===== config.mk =====
export PLATFORM = sky130hd
export DESIGN_NAME = code_memory_access_timing
export DESIGN_NICKNAME = d
export VERILOG_FILES = /design/src/rtl/code_mem_timing_pkg.sv /design/src/rtl/mmr_lane_adapter.sv /design/src/rtl/code_memory_access_timing.sv
export SDC_FILE = /design/constraint.sdc
export NUM_CORES = 1
export LEC_CHECK = 0
export BUFFER_PORTS_ARGS = -buffer_cell sky130_fd_sc_hd__buf_2
export CORE_MARGIN = 3
export CORE_UTILIZATION = 45
export DETAILED_ROUTE_END_ITERATION = 7
export HOLD_SLACK_MARGIN = 0.06
export PLACE_DENSITY = 0.72
export SYNTH_ARGS = -nofsm -noshare
export SYNTH_HDL_FRONTEND = slang
export SYNTH_HIERARCHICAL = 1
export SYNTH_SLANG_ARGS = --single-unit
export TNS_END_PERCENT = 10

===== constraint.sdc =====
create_clock -name ref_clk -period 3 [get_ports ref_clk]
set_input_delay 0.15 -clock ref_clk [delete_from_list [all_inputs] [get_ports ref_clk]]
set_output_delay 0.15 -clock ref_clk [all_outputs]
set_load 0.01 [all_outputs]

===== src/rtl/code_mem_timing_pkg.sv =====
// Constants, types and carriers shared by the code memory timing block.
package code_mem_timing_pkg;

	// ----------------------------------------------------------------
	// Clock and timing
	// ----------------------------------------------------------------
	localparam int unsigned CLK_PERIOD_NS = 10;
	localparam int unsigned SRAM_ACCESS_NS = 2;
	localparam int unsigned PROG_TIME_US = 50;
	localparam int unsigned ERASE_TIME_MS = 20;
	localparam int unsigned PROG_CYCLES = (PROG_TIME_US * 1000 + CLK_PERIOD_NS - 1) / CLK_PERIOD_NS;
	localparam int unsigned ERASE_CYCLES =
		(ERASE_TIME_MS * 1000000 + CLK_PERIOD_NS - 1) / CLK_PERIOD_NS;
	localparam int unsigned ABORT_CYCLES = 10;

	// ----------------------------------------------------------------
	// Cycle counts per phase
	// ----------------------------------------------------------------
	localparam logic [1:0] FETCH_SLOW_EXTRA = 2'h1;
	localparam logic [5:0] SRAM_DATA_CYC = 6'h01;
	localparam logic [5:0] SRAM_FLASH_DATA_CYC = 6'h03;
	localparam logic [2:0] SRAM_REFILL_CYC = 3'h2;
	localparam logic [1:0] FLASH_DECODE_CYC = 2'h1;
	localparam logic [2:0] FLASH_REFILL_CYC = 3'h4;
	localparam logic [4:0] DEAD_SINGLE_CYC = 5'h01;
	localparam logic [5:0] WORD_DATA_CYC = 6'h02;
	localparam logic [5:0] HALF_DATA_CYC = 6'h01;
	localparam logic [5:0] WORD_PROG_CNT = 6'h02;
	localparam logic [5:0] HALF_PROG_CNT = 6'h01;
	localparam logic [4:0] MULTI_MIN = 5'h02;
	localparam logic [4:0] MULTI_MAX = 5'h10;

	// ----------------------------------------------------------------
	// Divider field and register space
	// ----------------------------------------------------------------
	localparam int unsigned DIV_W = 3;
	localparam logic [DIV_W-1:0] DIV_FULL_SPEED = 3'h0;
	localparam logic [19:0] MMR_PAGE = 20'hF_FFFF;
	localparam int unsigned MMR_PAGE_LSB = 12;

	// ----------------------------------------------------------------
	// Types
	// ----------------------------------------------------------------
	typedef enum logic [1:0] {REG_SRAM = 2'h0, REG_FLASH = 2'h1, REG_MMR = 2'h2} region_e;
	typedef enum logic [1:0] {
		CLS_DP = 2'h0,
		CLS_LOAD = 2'h1,
		CLS_STORE = 2'h2,
		CLS_CTRL = 2'h3
	} class_e;
	typedef enum logic {SZ_HALF = 1'b0, SZ_WORD = 1'b1} size_e;
	typedef enum logic [1:0] {W8 = 2'h0, W16 = 2'h1, W32 = 2'h2} reg_width_e;

	typedef enum logic [8:0] {
		ST_IDLE = 9'h001,
		ST_FETCH = 9'h002,
		ST_DEAD = 9'h004,
		ST_DATA = 9'h008,
		ST_PROG = 9'h010,
		ST_DECODE = 9'h020,
		ST_REFILL = 9'h040,
		ST_ERASE = 9'h080,
		ST_ABORT = 9'h100
	} state_e;

	typedef struct packed {
		region_e code_region;
		logic compact;
		class_e cls;
		region_e data_region;
		size_e size;
		logic [4:0] count;
	} op_s;

	typedef struct packed {
		logic valid;
		logic write;
		size_e size;
		logic [31:0] addr;
		logic [31:0] wdata;
	} mmr_req_s;

endpackage : code_mem_timing_pkg


===== src/rtl/mmr_lane_adapter.sv =====
// Register-space decode and lane placement for core accesses.
`timescale 1ns/1ps
module mmr_lane_adapter
	import code_mem_timing_pkg::*;
(
	// Clock and reset
	input wire logic ref_clk,
	input wire logic srst,
	// Core side
	input mmr_req_s req,
	output logic hit,
	output logic [31:0] rdata_q,
	output logic err_q,
	// Peripheral side
	input reg_width_e per_width,
	input wire logic [31:0] per_rdata,
	output logic per_we,
	output logic [31:0] per_wdata
);

	logic half_on_wide;
	logic [31:0] rdata_d;
	logic err_d;

	// ----------------------------------------------------------------
	// Decode and write path
	// ----------------------------------------------------------------
	always_comb
	begin
		hit = req.valid && (req.addr[31:MMR_PAGE_LSB] == MMR_PAGE);
		half_on_wide = (req.size == SZ_HALF) && (per_width == W32);
		per_we = hit && req.write;
		per_wdata = req.wdata;
		if (half_on_wide)
		begin
			per_wdata = {16'h0000, req.wdata[15:0]};
		end
	end

	// ----------------------------------------------------------------
	// Read path
	// ----------------------------------------------------------------
	// Narrow registers land in the low lanes; bits above their width read as zero.
	always_comb
	begin
		rdata_d = rdata_q;
		err_d = 1'b0;
		if (hit)
		begin
			err_d = half_on_wide;
			unique case (per_width)
				W8: rdata_d = {24'h00_0000, per_rdata[7:0]};
				W16: rdata_d = {16'h0000, per_rdata[15:0]};
				default: rdata_d = per_rdata;
			endcase
			if (req.size == SZ_HALF)
			begin
				rdata_d = {16'h0000, rdata_d[15:0]};
			end
		end
	end

	always_ff @(posedge ref_clk)
	begin
		if (srst)
		begin
			rdata_q <= 32'h0000_0000;
			err_q <= 1'b0;
		end
		else
		begin
			rdata_q <= rdata_d;
			err_q <= err_d;
		end
	end

endmodule : mmr_lane_adapter


===== src/rtl/code_memory_access_timing.sv =====
// Wait-state sequencer for code memory fetch, data, program and erase timing.
`timescale 1ns/1ps
module code_memory_access_timing
	import code_mem_timing_pkg::*;
#(
	parameter int unsigned PROG_CYC = PROG_CYCLES,
	parameter int unsigned ERASE_CYC = ERASE_CYCLES
)
(
	// Clock and reset
	input wire logic ref_clk,
	input wire logic srst,
	// Configuration
	input wire logic [DIV_W-1:0] core_clock_divider,
	// Core instruction stream
	input wire logic op_valid,
	input op_s op,
	output logic op_ready,
	output logic mem_wait,
	output logic op_done_q,
	// Flash command and interrupt
	input wire logic flash_cmd_valid,
	input wire logic flash_cmd_erase,
	input wire logic enabled_irq,
	output logic flash_busy,
	output logic flash_done_q,
	output logic flash_aborted_q,
	// Register space access
	input mmr_req_s mmr_req,
	output logic mmr_hit,
	output logic [31:0] mmr_rdata_q,
	output logic mmr_err_q,
	input reg_width_e per_width,
	input wire logic [31:0] per_rdata,
	output logic per_we,
	output logic [31:0] per_wdata
);

	state_e st_q, st_d;
	logic [31:0] cnt_q, cnt_d;
	logic [1:0] fetch_q, fetch_d;
	logic [4:0] dead_q, dead_d;
	logic [5:0] data_q, data_d;
	logic [5:0] prog_q, prog_d;
	logic [1:0] dec_q, dec_d;
	logic [2:0] refill_q, refill_d;
	logic op_done_d;
	logic flash_done_d;
	logic flash_aborted_d;
	logic cmd_run_q, cmd_run_d;

	// ----------------------------------------------------------------
	// Phase ordering
	// ----------------------------------------------------------------
	// Phases run in a fixed order; a phase with nothing left is skipped.
	function automatic state_e pick(
		input logic [1:0] f,
		input logic [4:0] d,
		input logic [5:0] a,
		input logic [5:0] p,
		input logic [1:0] c,
		input logic [2:0] r
	);
		if (f != 2'h0)
			return ST_FETCH;
		else if (d != 5'h00)
			return ST_DEAD;
		else if (a != 6'h00)
			return ST_DATA;
		else if (p != 6'h00)
			return ST_PROG;
		else if (c != 2'h0)
			return ST_DECODE;
		else if (r != 3'h0)
			return ST_REFILL;
		else
			return ST_IDLE;
	endfunction : pick

	// ----------------------------------------------------------------
	// Handshake outputs
	// ----------------------------------------------------------------
	// Commands win over instructions in an idle cycle, so an SRAM-resident routine is
	// also held during a flash operation; the trade keeps one sequencer for all timing.
	assign op_ready = (st_q == ST_IDLE) && !flash_cmd_valid;
	assign mem_wait = (st_q != ST_IDLE);
	assign flash_busy = (st_q == ST_ERASE) || (st_q == ST_ABORT) || (cmd_run_q && st_q == ST_PROG);

	// ----------------------------------------------------------------
	// Sequencer
	// ----------------------------------------------------------------
	always_comb
	begin
		logic multi;
		logic flash_code;
		logic slow;
		multi = 1'b0;
		flash_code = 1'b0;
		slow = 1'b0;
		st_d = st_q;
		cnt_d = cnt_q;
		fetch_d = fetch_q;
		dead_d = dead_q;
		data_d = data_q;
		prog_d = prog_q;
		dec_d = dec_q;
		refill_d = refill_q;
		cmd_run_d = cmd_run_q;
		op_done_d = 1'b0;
		flash_done_d = 1'b0;
		flash_aborted_d = 1'b0;
		unique case (st_q)
			ST_IDLE:
			begin
				fetch_d = 2'h0;
				dead_d = 5'h00;
				data_d = 6'h00;
				prog_d = 6'h00;
				dec_d = 2'h0;
				refill_d = 3'h0;
				if (flash_cmd_valid)
				begin
					cmd_run_d = 1'b1;
					if (flash_cmd_erase)
					begin
						st_d = ST_ERASE;
						cnt_d = 32'(ERASE_CYC - 1);
					end
					else
					begin
						prog_d = HALF_PROG_CNT;
						st_d = ST_PROG;
					end
				end
				else if (op_valid)
				begin
					cmd_run_d = 1'b0;
					multi = (op.count >= MULTI_MIN) && (op.count <= MULTI_MAX);
					flash_code = (op.code_region == REG_FLASH);
					slow = (core_clock_divider == DIV_FULL_SPEED);
					// The accept cycle is the first fetch cycle, so SRAM fetches add nothing.
					if (flash_code && !op.compact && slow)
					begin
						fetch_d = FETCH_SLOW_EXTRA;
					end
					unique case (op.cls)
						CLS_LOAD, CLS_STORE:
						begin
							if (op.data_region != REG_FLASH)
							begin
								data_d = SRAM_DATA_CYC;
							end
							else if (!flash_code)
							begin
								data_d = (op.cls == CLS_LOAD) ? SRAM_FLASH_DATA_CYC : SRAM_DATA_CYC;
							end
							else
							begin
								dead_d = multi ? op.count : DEAD_SINGLE_CYC;
								if (op.cls == CLS_LOAD)
								begin
									data_d = multi ? {op.count, 1'b0} :
										((op.size == SZ_WORD) ? WORD_DATA_CYC : HALF_DATA_CYC);
								end
							end
							if (op.cls == CLS_STORE && op.data_region == REG_FLASH)
							begin
								prog_d = multi ? {op.count, 1'b0} :
									((op.size == SZ_WORD) ? WORD_PROG_CNT : HALF_PROG_CNT);
							end
						end
						CLS_CTRL:
						begin
							if (flash_code)
							begin
								dec_d = FLASH_DECODE_CYC;
								refill_d = slow ? FLASH_REFILL_CYC : 3'h0;
							end
							else
							begin
								refill_d = SRAM_REFILL_CYC;
							end
						end
						CLS_DP:
						begin
							dead_d = 5'h00;
						end
					endcase
					st_d = pick(fetch_d, dead_d, data_d, prog_d, dec_d, refill_d);
					op_done_d = (st_d == ST_IDLE);
				end
			end
			ST_FETCH:
			begin
				fetch_d = fetch_q - 2'h1;
				st_d = pick(fetch_d, dead_q, data_q, prog_q, dec_q, refill_q);
			end
			ST_DEAD:
			begin
				dead_d = dead_q - 5'h01;
				st_d = pick(2'h0, dead_d, data_q, prog_q, dec_q, refill_q);
			end
			ST_DATA:
			begin
				data_d = data_q - 6'h01;
				st_d = pick(2'h0, 5'h00, data_d, prog_q, dec_q, refill_q);
			end
			ST_PROG:
			begin
				if (enabled_irq)
				begin
					st_d = ST_ABORT;
					cnt_d = 32'(ABORT_CYCLES - 1);
				end
				else if (cnt_q == 32'h0000_0000)
				begin
					prog_d = prog_q - 6'h01;
					cnt_d = 32'(PROG_CYC - 1);
					st_d = pick(2'h0, 5'h00, 6'h00, prog_d, dec_q, refill_q);
				end
				else
				begin
					cnt_d = cnt_q - 32'h0000_0001;
				end
			end
			ST_DECODE:
			begin
				dec_d = dec_q - 2'h1;
				st_d = pick(2'h0, 5'h00, 6'h00, 6'h00, dec_d, refill_q);
			end
			ST_REFILL:
			begin
				refill_d = refill_q - 3'h1;
				st_d = pick(2'h0, 5'h00, 6'h00, 6'h00, 2'h0, refill_d);
			end
			ST_ERASE:
			begin
				if (enabled_irq)
				begin
					st_d = ST_ABORT;
					cnt_d = 32'(ABORT_CYCLES - 1);
				end
				else if (cnt_q == 32'h0000_0000)
				begin
					st_d = ST_IDLE;
				end
				else
				begin
					cnt_d = cnt_q - 32'h0000_0001;
				end
			end
			ST_ABORT:
			begin
				// The aborted command is not replayed here; the core reissues it.
				if (cnt_q == 32'h0000_0000)
				begin
					st_d = ST_IDLE;
					prog_d = 6'h00;
					flash_aborted_d = 1'b1;
				end
				else
				begin
					cnt_d = cnt_q - 32'h0000_0001;
				end
			end
			default:
			begin
				st_d = ST_IDLE;
			end
		endcase
		if (st_d == ST_PROG && st_q != ST_PROG)
		begin
			cnt_d = 32'(PROG_CYC - 1);
		end
		if (st_q != ST_IDLE && st_d == ST_IDLE && st_q != ST_ABORT)
		begin
			if (cmd_run_q)
			begin
				flash_done_d = 1'b1;
			end
			else
			begin
				op_done_d = 1'b1;
			end
		end
		if (st_q == ST_ABORT && st_d == ST_IDLE && !cmd_run_q)
		begin
			op_done_d = 1'b1;
		end
	end

	always_ff @(posedge ref_clk)
	begin
		if (srst)
		begin
			st_q <= ST_IDLE;
			cnt_q <= 32'h0000_0000;
			fetch_q <= 2'h0;
			dead_q <= 5'h00;
			data_q <= 6'h00;
			prog_q <= 6'h00;
			dec_q <= 2'h0;
			refill_q <= 3'h0;
			cmd_run_q <= 1'b0;
			op_done_q <= 1'b0;
			flash_done_q <= 1'b0;
			flash_aborted_q <= 1'b0;
		end
		else
		begin
			st_q <= st_d;
			cnt_q <= cnt_d;
			fetch_q <= fetch_d;
			dead_q <= dead_d;
			data_q <= data_d;
			prog_q <= prog_d;
			dec_q <= dec_d;
			refill_q <= refill_d;
			cmd_run_q <= cmd_run_d;
			op_done_q <= op_done_d;
			flash_done_q <= flash_done_d;
			flash_aborted_q <= flash_aborted_d;
		end
	end

	// ----------------------------------------------------------------
	// Register space
	// ----------------------------------------------------------------
	mmr_lane_adapter u_mmr (
		.ref_clk(ref_clk),
		.srst(srst),
		.req(mmr_req),
		.hit(mmr_hit),
		.rdata_q(mmr_rdata_q),
		.err_q(mmr_err_q),
		.per_width(per_width),
		.per_rdata(per_rdata),
		.per_we(per_we),
		.per_wdata(per_wdata)
	);

endmodule : code_memory_access_timing


# After elaboration in Yosys (flattened, before gate mapping)
# Index checks and enable logic that the tools add are counted.
[totals]
reg_bits = 102
latchBits = 0
ramBits = 0
romBits = 0
input_bits = 123
out_inout_bits = 73
elab_cells = 224
n_memories = 0
[classes]
n_addsub = 7
mul = 0
n_div = 0
order_cmp = 2
n_eq_ne = 31
shift = 0
mux = 108
bitwise_logic = 4
reduce_logical = 57
[op_table]
columns = ["cell", "count"]
rows = [
  ["2-to-1 mux 32 bit", 8],
  ["one-hot mux 32 bit (4 select lines)", 1],
  ["2-to-1 mux 6 bit", 20],
  ["2-to-1 mux 9 bit", 12],
  ["2-to-1 mux 7 bit", 14],
  ["one-hot mux 9 bit (9 select lines)", 1],
  ["one-hot mux 32 bit (2 select lines)", 1],
  ["2-to-1 mux 5 bit", 9],
  ["nonzero test 6 bit", 6],
  ["zero test 32 bit", 1],
  ["subtractor 32 x 1 -> 32 bit, second input constant", 1],
  ["equality test 9 x 1 -> 1 bit, second input constant", 3],
  ["2-to-1 mux 2 bit", 12],
  ["2-to-1 mux 3 bit", 8],
  ["nonzero test 2 bit", 11],
  ["equality test 20 bit, second input constant", 1],
  ["nonzero test 5 bit", 4],
  ["equality test 9 x 5 -> 1 bit, second input constant", 2],
  ["one-hot mux 6 bit (3 select lines)", 1],
  ["logical AND 1 bit", 14],
  ["2-to-1 mux 1 bit", 14],
  ["2-to-1 mux 13 bit", 1],
  ["one-hot mux 6 bit (2 select lines)", 1],
  ["nonzero test 3 bit", 4],
  ["35 further kinds", 59],
]

# Depth between registers and ports, before layout
[logic_depth]
word_depth = 25
depth_mapped = 13
depth_no_buf = 12

# Cells and area by module
# Netlist, hierarchy kept.
[modules_own_cells]
columns = ["mod", "n_inst", "cells_each", "area_per_inst_um2", "seq_area_each_um2"]
rows = [
  ["code_memory_access_timing", 1, 635, 4620.7, 1381.3],
  ["mmr_lane_adapter", 1, 197, 1672.9, 660.6],
]

# Least setup slack after synthesis
# No wires, ideal clock.
[synth_path]
path_type = "reg2reg"
startpoint = "register cnt_q[0]"
endpoint = "register cnt_q[0]"
setup_ns = 0.139
t_arrival_ns = 2.573
required_time_ns = 2.861
slack_ns = 0.288
path_stages_with_launch = 14
n_path_buf = 1
period_less_slack_ns = 2.712
path_cell_list = "dfxtp_1 inv_1 ha_1 nor3b_1 nand3_1 or4_1 buf_2 ha_1 nor3b_1 a21oi_1 nor3_1 a21oi_1 o21ai_0 a31oi_1"
[synth_via]
elab_chain_cells = 8
elab_cells_between_ends = 19
cone_classes = "add/sub: 1; eq/ne: 3; mux: 11; reduce/logical: 4"
[synth_lines]
columns = ["item", "line", "rtl"]
rows = [
  ["start, declared", "code_memory_access_timing.sv:40", "logic [31:0] cnt_q, cnt_d;"],
  ["start signal, assigned", "code_memory_access_timing.sv:312", "cnt_q <= cnt_d;"],
  ["zero test 32 bit", "code_memory_access_timing.sv:215, code_memory_access_timing.sv:243, code_memory_access_timing.sv:255", ""],
  ["2-to-1 mux 9 bit (on tied branches)", "code_memory_access_timing.sv:243, code_memory_access_timing.sv:255, code_memory_access_timing.sv:215", ""],
  ["2-to-1 mux 9 bit (on tied branches)", "code_memory_access_timing.sv:238, code_memory_access_timing.sv:210", ""],
  ["one-hot mux 9 bit (9 select lines)", "code_memory_access_timing.sv:112", "unique case (st_q)"],
  ["equality test 9 x 5 -> 1 bit", "code_memory_access_timing.sv:271", "if (st_d == ST_PROG && st_q != ST_PROG)"],
  ["logical AND 1 bit", "code_memory_access_timing.sv:271", ""],
  ["!= test 3 x 2 -> 1 bit (no line) / nonzero test 5 bit (equally long branches)", "n/a", ""],
  ["AND reduction 3 bit (no line)", "n/a", ""],
]
# Parallel ways exist; a longest one is shown, timed or not.
# A chain may end at the register's enable or synchronous reset.

# Worst setup path in the final report
[layout_path]
startpoint = "register cnt_q[0]"
endpoint = "register prog_q[2]"
[layout_via]
elab_chain_cells = 3
elab_cells_between_ends = 4
cone_classes = "eq/ne: 2; reduce/logical: 2"
[layout_lines]
columns = ["item", "line", "rtl"]
rows = [
  ["zero test 32 bit *", "code_memory_access_timing.sv:215, code_memory_access_timing.sv:255", ""],
  ["!= test 2 bit (no line) / != test 2 x 1 -> 1 bit (equally long branches)", "n/a", ""],
  ["AND reduction 4 bit (no line) *", "n/a", ""],
  ["end signal, assigned", "code_memory_access_timing.sv:316", "prog_q <= prog_d;"],
  ["end, declared", "code_memory_access_timing.sv:44", "logic [5:0] prog_q, prog_d;"],
]
# Mark *: on every way between the ends. The rest lies on a longest branch, timed or not.

==> metrics.cfg <==
[power_and_ir_drop]
seq_power_share_pct = 38.8
peakVddDrop_v = 0.0002928
power.total_mw = 3.814
switchingPower_mw = 1.260
switching_share_pct = 33.03
p_per_area_nw_per_um2 = 487.4
combPwrFrac_pct = 27.7
leakage_nw = 3.157
pwr-share-clk_pct = 33.5
cell_internal_pwr_mw = 2.554

[timing]
finalSetupViolations = 0
fin_ws_ps = 257.7
hold_viol_final = 0
drv_slew = 0
min_period_ps = 2742
tns_ps = 0
worst_pin_slew_ps = 1002
period_share_pct = 91.41
fin_skew_ps = 8.886
rsz0062_at_grt = no
max_slew_margin_pct = 32.88
fmax_mhz = 364.7

[synthesis]
synth_cell_types = 72
synth-warning-count = 6
syn_avg_cell_area_sq_um = 7.564
synth_top_cell_by_area = dfxtp_1
synth_top_cell_area_share_pct = 32.45
async_flop_share_pct = 0
synth-edff-count = 0
ys_seq_area_share_pct = 32.45
synthFlopType = dfxtp_1
synth_area_leaders = dfxtp_1 (32%), nor2_1 (5.7%), a21oi_1 (5.4%)
syn_area_sq_um = 6294
syn_inst = 832
syn_nets = 974
ys_ff_latch = 102

[clocking]
clkTransAtPathRegs_ps = 70
clockBufferDepth = 2
cts_tree = done
cts.root.buffer_cell = clkbuf_16
htreeDepth = 3
clock_latency_ps = 350
clkSinkCount = 102
cts_made_buffers = 9

[die]
num_rows = 42
die_h_um = 124.3
fp.coreArea_sq_um = 13450
die_width_um = 124.3
boundaryPins = 196
start_util_pct = 46.78
die_area_sq_um = 15440

[layout]
drive_above_1_share_pct = 23.08
layout_commonest_cell = buf_2
syn_to_final_growth_pct = 24.31
antennaDiodeCount = 0
layout_common_cells = buf_2 (151), dfxtp_1 (102), nor2_1 (96)
finalNetCount = 1138

[detailed_routing]
drt-wirelength-per-cell_um = 16.50
firstDrtPassIters = 7
drtIter0Drc = 621
vias = 6924
post-route-drc-count = 0
viasPerCell = 5.883
postRouteWirelength_um = 19420
ant_nets = 0

[worst_setup_path]
start_kind = flop
slowest_stage = or4_1
crit_type = reg -> reg
path_cells = inv_1 > ha_1 > nor3b_1 > nand3_1 > or4_1 > buf_4 > a21o_1 > nand2_2 > o21ai_0 > a22oi_1 > nor2_1
cp_top_family = simple AND/OR/NAND/NOR gates
worst-path-buf-inv = 2
crit_required_ps = 3240
crit_fanout = 13
cpPeakStageDelay_ps = 470
end_kind = flop
cp.arrival_ps = 2980

[global_routing]
use_met1_pct = 30.07
antenna_found_initial = 0
grt_max_degree = 36
grt_overflow = 0
grtUsageTotal_pct = 24.13
grt_pass1_wl_um = 31260
grt_pass1_vias = 6412
grt_use_met2_pct = 40.97
met3_usage_pct = 5.746
grt.busiest_layer = met2

[place]
post-dp-hpwl_um = 13940
port_buffers = 151
post-place-ws_ps = 285.2
place.gp.congestion = 0.8891

[run]
maxCapViolations = 0

[hold_path]
worst_hold_path_type = in -> reg

[outcome]
status = finished, final reports clean

==> cells by family (layout without fill, tap and decap cells) <==
kind of cell    count (synthesis)  count (layout)  synth area share (%)
mux                             1               1                0.1591
xor+xnor                        7               7                0.9742
flops                         102             102                 32.45
buf+inv                        76             245                 6.123
fa+ha+maj                      19              19                 3.777
compound gates                212             212                 20.78
simple gates                  415             415                 35.75
==> synthesized netlist by cell type, types with 4 or more instances <==
library cell / count
buf_2: 5
nand2_1: 54
nand3_1: 37
a21oi_1: 68
o22ai_1: 4
or3_1: 7
nor3_1: 42
o21ai_2: 9
nor2_1: 96
nand4_1: 38
nor3b_1: 6
a22oi_1: 7
o21ai_0: 50
o21ai_1: 7
dfxtp_1: 102
or2_2: 5
buf_4: 17
xor2_1: 4
inv_1: 18
or4_1: 5
ha_1: 19
nor2b_1: 27
buf_6: 4
a211oi_1: 5
nand3b_1: 11
a31oi_1: 23
and3_1: 6
a311oi_1: 9
nor4_1: 12
nand2b_1: 43
clkbuf_1: 30
==> cell type report <==
class                      instances  area (sq um)
clock buffer                      10         229.0
tap                              176         220.2
fill                            1272          5629
multi-input combinational        654          3891
sequential                       102          2042
inverter                          19         71.32
timing repair buffer             210          1284
clock inverter                     6         86.33
==> final timing paths <==
kind,from,endpoint,slack [ps],cells after the start
setup / recovery,cnt_q[0],prog_q[2],260,11
hold / removal,per_rdata[9],u_mmr/rdata_q[9],70,3
setup reg to reg,cnt_q[0],prog_q[2],260,11
hold reg to reg,u_mmr/rdata_q[25],u_mmr/rdata_q[25],460,2
==> what timing repair did <==
action / CTS / global route
setup buffers: 0 / 0
resized for setup: 0 / 1
setup endpoints to repair: 0 / 1
hold buffers: 29 / 0
endpoints found under the hold margin: 29 / 0
==> sequential cells by signal, summed over array words and instances (netlist names) <==
name,flops
fetch_q,2
flash_done_q,1
data_q,6
dead_q,5
cnt_q,32
dec_q,2
cmd_run_q,1
u_mmr/rdata_q,32
flash_aborted_q,1
prog_q,6
st_q,9
op_done_q,1
u_mmr/err_q,1
refill_q,3
==> worst register-to-register path, delay by kind of cell (launching register included) <==
family / cells / cell delay [ps]
buf+inv: 2 / 300
flops: 1 / 350
fa+ha+maj: 1 / 200
compound gates: 3 / 500
simple gates: 5 / 1270
==> through the flow <==
stage | utilization (%) | cells | hold slack [ps] | area (sq um)
after floorplan | - | 832 | 293.2 | 6294
after global placement | 53.61 | 1132 | 300.1 | 7212
after detailed placement | 53.61 | 1132 | 300.1 | 7212
after CTS | 58.11 | 1177 | 61.38 | 7818
after global routing | 58.16 | 1177 | 64.77 | 7824
final | 58.16 | 1177 | 74.65 | 7824
==> per-layer routing <==
metal / vias up / share of wire (%)
li1: 3353 / -
met1: 3206 / 42
met2: 337 / 47
met3: 28 / 8.5
met4: 0 / 2.4
met5: - / 0
==> power by group through the flow <==
stage               Combinational, mW  Sequential (mW)  Clock, mW
floorplan                       0.698             1.49          0
global placement                0.998             1.51          0
detailed placement               1.00             1.51          0
CTS                              1.04             1.48       1.30
global route                     1.17             1.49       1.35
finish                           1.06             1.48       1.28
Power figures use the tool's default switching activity.
